<file path="config.mk">
export PLATFORM = sky130hd
export DESIGN_NAME = hbc_bridge_ctrl
export DESIGN_NICKNAME = d
export VERILOG_FILES = /design/src/logic/hbc_pkg.sv /design/src/logic/hbc_bridge_ctrl.sv
export SDC_FILE = /design/constraint.sdc
export NUM_CORES = 1
export LEC_CHECK = 0
export ABC_AREA = 1
export BUFFER_PORTS_ARGS = -buffer_cell sky130_fd_sc_hd__buf_2
export CELL_PAD_IN_SITES_DETAIL_PLACEMENT = 0
export CELL_PAD_IN_SITES_GLOBAL_PLACEMENT = 1
export CORE_MARGIN = 3
export CORE_UTILIZATION = 41
export CTS_CLUSTER_DIAMETER = 40
export DETAILED_ROUTE_END_ITERATION = 10
export HOLD_SLACK_MARGIN = 0.15
export PLACE_DENSITY = 0.91
export SETUP_SLACK_MARGIN = 0.3
export SLEW_MARGIN = 20
export SYNTH_ARGS = -nofsm -noshare
export SYNTH_HDL_FRONTEND = slang
export SYNTH_SLANG_ARGS = --single-unit
</file>
<file path="constraint.sdc">
create_clock -name MCLK -period 4 [get_ports MCLK]
set_input_delay 0.4 -clock MCLK [delete_from_list [all_inputs] [get_ports MCLK]]
set_output_delay 0.4 -clock MCLK [all_outputs]
set_load 0.005 [all_outputs]
</file>
<file path="src/logic/hbc_pkg.sv">
/*
 * hbc_pkg: shared types and constants of the h-bridge output control.
 * assumes a single 100 MHz clock and plain, synchronous pin inputs.
 */
`default_nettype none

package hbc_pkg;

    // one logic input pin: level plus "someone drives it"
    typedef struct packed {
        logic val;
        logic drv;
    } hbc_pin_s;

    // gate commands of one half-bridge; both low is tri-state
    typedef struct packed {
        logic hi;
        logic lo;
    } hbc_half_s;

    // analog detector results, already clean logic levels
    typedef struct packed {
        logic uv;
        logic oc;
        logic ot;
    } hbc_fault_s;

    typedef enum logic [0:0] {
        HBC_CHOP_RUN = 1'h0,
        HBC_CHOP_OFF = 1'h1
    } hbc_chop_e;

    // levels that the internal source/sink currents give a floating pin
    localparam logic HBC_DIS_DFLT = 1'h1;
    localparam logic HBC_EN_DFLT = 1'h0;
    localparam logic HBC_POL_DFLT = 1'h1;

    localparam hbc_half_s HBC_HALF_OFF = 2'h0;
    localparam hbc_half_s HBC_HALF_HI = 2'h2;
    localparam hbc_half_s HBC_HALF_LO = 2'h1;

    localparam int HBC_CLK_PERIOD_NS = 10;
    localparam int HBC_OFF_TIME_NS = 20000;
    // fixed off-time, rounded up to whole cycles
    localparam int HBC_OFF_CYC =
        (HBC_OFF_TIME_NS + HBC_CLK_PERIOD_NS - 1) / HBC_CLK_PERIOD_NS;
    localparam int HBC_CNT_W = 16;

endpackage

`default_nettype wire

</file>
<file path="src/logic/hbc_bridge_ctrl.sv">
/*
 * hbc_bridge_ctrl: control logic of an h-bridge motor driver.
 * resolves enable, disable and polarity pins into two half-bridge
 * gate commands, chops on over-current with a fixed off-time and
 * drives an open-drain fault flag.
 * assumes pins are synchronous to MCLK and that detector inputs
 * are clean levels from the analog side.
 */
// Functional notes
// - high disable input tri-states both half-bridge outputs, polarity ignored.
// - floating disable input counts as asserted, outputs tri-stated.
// - high enable input lets outputs follow polarity unless disabled; code also holds them off during under-voltage and off-time.
// - low enable input tri-states both outputs and enters sleep.
// - floating enable input counts as low, so device sleeps.
// - in normal operation output A high for polarity A high, else low.
// - in normal operation output B high for polarity B high, else low.
// - floating polarity A input counts as high, output A to supply.
// - floating polarity B input counts as high, output B to supply.
// - fault flag asserts on under-voltage, over-current or over-temperature.
// - fault flag is active-low open-drain; host supplies the pull-up.
// - over-current switches outputs off for fixed time, then re-enables, repeating.
`timescale 1ns/1ns
`default_nettype none

module hbc_bridge_ctrl
    import hbc_pkg::*;
#(
    parameter int OFF_CYC = HBC_OFF_CYC
) (
    input wire logic MCLK, // 100 MHz clock
    input wire logic RST_N, // sync reset, active low
    input wire hbc_pin_s DISABLE_INPUT, // disable pin, active high
    input wire hbc_pin_s BRIDGE_ENABLE_INPUT, // enable / sleep pin
    input wire hbc_pin_s POLARITY_IN_A, // polarity of half A
    input wire hbc_pin_s POLARITY_IN_B, // polarity of half B
    input wire hbc_fault_s FAULT_DET, // detector levels
    input wire logic FAULT_FLAG_N_LVL, // flag wire level
    output hbc_half_s HALF_BRIDGE_OUT_A, // gates of half A
    output hbc_half_s HALF_BRIDGE_OUT_B, // gates of half B
    output logic SLEEP_ACT, // sleep condition
    output logic CHOP_ACT, // off-time running
    output logic FAULT_FLAG_N_VAL, // flag drive value
    output logic FAULT_FLAG_N_OE_N, // low while pulling flag
    output logic FLAG_LINE_LOW // flag wire seen low
);

    // resolved pin levels
    logic dis_res;
    logic en_res;
    logic pol_a_res;
    logic pol_b_res;
    logic bridge_off;

    always_comb begin
        dis_res = DISABLE_INPUT.drv ? DISABLE_INPUT.val : HBC_DIS_DFLT;
        en_res = BRIDGE_ENABLE_INPUT.drv ? BRIDGE_ENABLE_INPUT.val
                                         : HBC_EN_DFLT;
        pol_a_res = POLARITY_IN_A.drv ? POLARITY_IN_A.val : HBC_POL_DFLT;
        pol_b_res = POLARITY_IN_B.drv ? POLARITY_IN_B.val : HBC_POL_DFLT;
        // under-voltage also locks the bridge off; gates are unsafe then
        bridge_off = !en_res || dis_res || FAULT_DET.uv;
    end

    // over-current chopper
    hbc_chop_e chop_reg;
    hbc_chop_e chop_next;
    logic [HBC_CNT_W-1:0] off_cnt_reg;
    logic [HBC_CNT_W-1:0] off_cnt_next;

    always_comb begin
        chop_next = chop_reg;
        off_cnt_next = off_cnt_reg;
        case (chop_reg)
            HBC_CHOP_RUN: begin
                // only a driven bridge can carry load current
                if (FAULT_DET.oc && !bridge_off) begin
                    chop_next = HBC_CHOP_OFF;
                    off_cnt_next = HBC_CNT_W'(OFF_CYC - 1);
                end
            end
            HBC_CHOP_OFF: begin
                if (off_cnt_reg == '0) begin
                    chop_next = HBC_CHOP_RUN;
                end else begin
                    off_cnt_next = off_cnt_reg - 1'h1;
                end
            end
            default: begin
                chop_next = HBC_CHOP_RUN;
            end
        endcase
    end

    always_ff @(posedge MCLK) begin
        if (!RST_N) begin
            chop_reg <= HBC_CHOP_RUN;
            off_cnt_reg <= '0;
        end else begin
            chop_reg <= chop_next;
            off_cnt_reg <= off_cnt_next;
        end
    end

    // output resolution
    hbc_half_s out_a_next;
    hbc_half_s out_b_next;
    logic sleep_next;
    logic norm_op;

    always_comb begin
        sleep_next = !en_res;
        norm_op = !bridge_off && (chop_next == HBC_CHOP_RUN);
        // sleep first, then disable, then under-voltage or off-time, then polarity
        if (!en_res) begin
            out_a_next = HBC_HALF_OFF;
            out_b_next = HBC_HALF_OFF;
        end else if (dis_res) begin
            out_a_next = HBC_HALF_OFF;
            out_b_next = HBC_HALF_OFF;
        end else if (!norm_op) begin
            out_a_next = HBC_HALF_OFF;
            out_b_next = HBC_HALF_OFF;
        end else begin
            out_a_next = pol_a_res ? HBC_HALF_HI : HBC_HALF_LO;
            out_b_next = pol_b_res ? HBC_HALF_HI : HBC_HALF_LO;
        end
    end

    always_ff @(posedge MCLK) begin
        if (!RST_N) begin
            HALF_BRIDGE_OUT_A <= HBC_HALF_OFF;
            HALF_BRIDGE_OUT_B <= HBC_HALF_OFF;
            SLEEP_ACT <= 1'h1;
            CHOP_ACT <= 1'h0;
        end else begin
            HALF_BRIDGE_OUT_A <= out_a_next;
            HALF_BRIDGE_OUT_B <= out_b_next;
            SLEEP_ACT <= sleep_next;
            CHOP_ACT <= (chop_next == HBC_CHOP_OFF);
        end
    end

    // fault flag, open drain: value fixed low, enable does the work
    logic flag_oe_n_next;
    logic line_low_next;

    always_comb begin
        flag_oe_n_next = !(FAULT_DET.uv || FAULT_DET.oc || FAULT_DET.ot);
        // wire may be shared, so report what it really shows
        line_low_next = !FAULT_FLAG_N_LVL;
    end

    always_ff @(posedge MCLK) begin
        if (!RST_N) begin
            FAULT_FLAG_N_VAL <= 1'h0;
            FAULT_FLAG_N_OE_N <= 1'h1;
            FLAG_LINE_LOW <= 1'h0;
        end else begin
            FAULT_FLAG_N_VAL <= 1'h0;
            FAULT_FLAG_N_OE_N <= flag_oe_n_next;
            FLAG_LINE_LOW <= line_low_next;
        end
    end

    // helper: length of each off-time as seen on CHOP_ACT
    logic [HBC_CNT_W-1:0] held_reg;
    logic [HBC_CNT_W-1:0] held_next;

    always_comb begin
        held_next = CHOP_ACT ? held_reg + 1'h1 : '0;
    end

    always_ff @(posedge MCLK) begin
        if (!RST_N) begin
            held_reg <= '0;
        end else begin
            held_reg <= held_next;
        end
    end
endmodule // hbc_bridge_ctrl

`default_nettype wire

</file>
; ---- Yosys cells after proc, flatten, opt, wreduce, memory -nomap -nowiden
; Cells that the tools add are included.
[word_totals]
mem_bits_rw = 0
output_inout_bits = 9
elab_cells = 42
mem_bits_ro = 0
latchBits = 0
register_bits = 24
n_memories = 0
[classes]
bitwise_logic = 5
add_sub_neg = 1
eq_ne = 2
multipliers = 0
order_cmp = 0
shift = 0
muxes = 12
div = 0
n_reduce_logical = 13
[op_table]
columns = operator, n
row1 = two-way mux 16 bit, 2
row2 = case mux 16 bit (2 select lines), 1
row3 = zero test 16 bit, 1
row4 = "subtractor 16 x 1 -> 16 bit, second input constant", 1
row5 = two-way mux 1 bit, 6
row6 = NOT 1 bit, 5
row7 = zero test 1 bit, 4
row8 = logical OR 1 bit, 4
row9 = two-way mux 2 bit, 2
row10 = "inequality test 2 bit, second input constant", 2
row11 = OR reduction 4 bit, 1
row12 = logical AND 1 bit, 2
row13 = case mux 1 bit (2 select lines), 1
row14 = AND reduction 2 bit, 1

; ---- Depth between registers and ports, before layout
[depth]
depth_word = 12
mapped_depth = 11

; ---- Worst setup path after synthesis
; Ideal clock, no wire load.
[synth_timing]
path_kind = flip-flop to flip-flop
startpoint = reg off_cnt_reg[0]
endpoint = reg off_cnt_reg[15]
path_stages_with_launch = 12
path_slack_ps = 2619
t_arrival_ps = 1250
setup_time_ps = 131
required_ps = 3869
synth_period_minus_slack_ps = 1381
path_cell_list = dfxtp_1 inv_1 ha_1 nand2_2 nor2_2 nand2_1 nand2_1 nand2_2 buf_6 nor2_1 nor2_1 nor2_2
[synth_between]
elab_chain_len = 3
[synth_rtl]
columns = element, line_no
row1 = start: declaration, hbc_bridge_ctrl.sv:67  ; logic [HBC_CNT_W-1:0] off_cnt_reg;
row2 = start signal: assignment, hbc_bridge_ctrl.sv:100  ; off_cnt_reg <= off_cnt_next;
row3 = subtractor 16 x 1 -> 16 bit or zero test 16 bit (tied branches), "hbc_bridge_ctrl.sv:85, hbc_bridge_ctrl.sv:82"
row4 = two-way mux 16 bit or inequality test 2 bit (tied branches), --
row5 = case mux 16 bit (2 select lines) or AND reduction 2 bit (tied branches), --
; Parallel ways exist; a longest one is shown, timed or not. The select of a mux whose other input is x is not followed.
; A chain may end at the register's enable or synchronous reset.

==> results.py <==
metrics = {
    "status": {
        "status": "finished clean",
    },
    "drt": {
        "avgViaCountPerCell": 4.57,
        "wl_per_cell_um": 10.2,
        "num_vias": 1247,
        "first_iter_violations": 51,
        "routed_wl_um": 2790,
        "ant_nets": 0,
        "drc": 0,
        "first_pass_iters": 4,
    },
    "floorplan": {
        "dieArea_mm2": 0.00409,
        "die-width_um": 63.9,
        "initial_core_util": 0.440,
        "io_pins": 23,
        "die_h_um": 63.9,
        "core-area_mm2": 0.00313,
        "rows": 20,
    },
    "clock_network": {
        "clk_pin_slew_ps": 130,
        "cts-htree-levels": 1,
        "post_cts_resize_count": 0,
        "hold_buffers": 0,
        "numClockSinks": 24,
        "cts_buffers": 3,
        "clk_latency_ps": 310,
        "cts_tree": "yes",
        "clockBufferDepth": 2,
        "cts-root-buf": "clkbuf_4",
        "cts_setup_buffers": 0,
    },
    "timing": {
        "fin_crit_sh": 0.421,
        "tightest_slew_ps": 588,
        "slew_headroom": 0.607,
        "fin_crit_ps": 1680,
        "fmax_ghz": 0.594,
        "hold_viol": 0,
        "fin_setup_tns_ps": 0,
        "drv_slew": 0,
        "fin_worst_skew_ps": 5.51,
        "rsz0062_at_grt": "false",
        "setup_viol": 0,
    },
    "worst_setup_path": {
        "path_class": "reg -> reg",
        "cp-end-kind": "register",
        "critPathArrivalTime_ps": 1940,
        "r2r_cells": 6,
        "required_ps": 4260,
        "crit_path_start_kind": "register",
        "crit_path_max_fanout": 16,
    },
    "logic_synthesis": {
        "ys_types": 30,
        "synth_edf_count": 0,
        "synth_area_leaders": "dfxtp_1 35%, nand2_1 14%, nor2_1 12%",
        "yosys.area.top_type_share": 0.349,
        "ys_seq_elements": 24,
        "syn-num-nets": 225,
        "ys_seq_area_frac": 0.349,
        "yosysWarnings": 0,
        "syn_area_mm2": 0.00138,
        "synthFlopType": "dfxtp_1",
        "synthCells": 210,
        "async_flop_share": 0,
        "yosys.area.top_type": "dfxtp_1",
        "yosysMostFrequentCell": "nand2_1",
        "synth.cells.most_frequent": "52 x nand2_1, 44 x nor2_1, 24 x dfxtp_1, 24 x inv_1, 19 x nand3_1",
        "syn_avg_cell_area_um2": 6.55,
    },
    "grt": {
        "grt_max_degree": 17,
        "grt_overflow": 0,
        "grt_usage": 0.156,
        "grt_first_pass_wirelength_um": 5170,
        "grt_pass1_vias": 1176,
        "antenna_found_initial": 0,
    },
    "run": {
        "max-cap-violations": 0,
    },
    "final_layout": {
        "final_cells": 273,
        "diodes": 0,
        "largest_reg_flops": 16,
        "num-fill-cells": 328,
        "fin_nets": 246,
        "drive_gt1_frac": 0.214,
        "seq_area_um2": 480,
        "multi_input_area_um2": 756,
        "area_growth_pct": 9.91,
    },
    "hold_path": {
        "worstHoldPathType": "in -> reg",
        "hold_depth": 2,
    },
    "place": {
        "port_buffers": 21,
        "gp_congestion": 0.808,
        "placed_cells": 270,
        "dp.final_hpwl_um": 2090,
    },
    "power_and_ir_drop": {
        "leakage_uw": 0.000739,
        "power_density_mw_per_mm2": 278,
        "ir_drop_mv": 0.134,
    },
}
[logic make-up after synthesis]
kind of cell,Yosys count,share of synthesized area
DFF,24,0.349
other,1,0.00272
buffers and inverters,30,0.102
adders and majority gates,1,0.00909
AOI/OAI and AO/OA,16,0.0782
xor gates and xnor gates,2,0.0127
and+or+nand+nor,136,0.446
[power by group]
part | internal, µW | switching, µW | leakage [µW] | total, µW
combinational | 25.8 | 42.4 | 0.000530 | 68.2
sequential | 243 | 3.61 | 0.000194 | 247
clock | 35.2 | 70.4 | 0.0000138 | 106
[placed cells by master, fill, tap and decap left out, drive strengths merged, types with 2 or more instances in the layout]
cell type / netlist / layout
nand3: 21 / 21
nand3b: 2 / 2
clkbuf: 1 / 3
inv: 24 / 24
nor3: 2 / 2
or2: 2 / 2
nor2: 52 / 52
a21oi: 8 / 8
o21ai: 6 / 6
buf: 4 / 21
nand2: 57 / 57
dfxtp: 24 / 24
[worst paths after layout]
path	from	to	slack (ps)
max	CHOP_ACT	off_cnt_reg[0]	2320
min	FAULT_FLAG_N_LVL	FLAG_LINE_LOW	230
max reg2reg	CHOP_ACT	off_cnt_reg[0]	2320
min reg2reg	off_cnt_reg[1]	off_cnt_reg[1]	500
[layout make-up]
type,instances,area share
inverters,25,0.0620
well taps,44,0.0364
multi-input cells,156,0.500
repair buffers,21,0.0695
clock buffers,3,0.0149
flip-flops and latches,24,0.318
[critical path: stages, from the launching register on]
cell and delay [ps]:
dfxtp_1 720, inv_1 220, o21ai_2 150, nand2_4 160, nor2_1 200, o21ai_0 110
o21ai_1 70
[stage by stage]
step / total power [µW] / hold slack (ps) / utilization / setup WS (ps) / instance area (µm²)
after floorplan: 303 / 454 / - / 2620 / 1380
after global placement: 321 / 480 / 0.476 / 2370 / 1490
after detailed placement: 321 / 476 / 0.476 / 2340 / 1490
after CTS: 430 / 210 / 0.484 / 2310 / 1510
after global routing: 453 / 210 / 0.484 / 2140 / 1510
final: 421 / 230 / 0.484 / 2320 / 1510
[layer usage]
metal	global-route usage	share of wire	vias to the layer above
li1	-	-	682
met1	0.229	0.52	527
met2	0.234	0.42	36
met3	0.0299	0.053	2
met4	0.0323	0.0050	0
met5	0	0	-
Note: power is estimated with default switching activity, not from simulation.
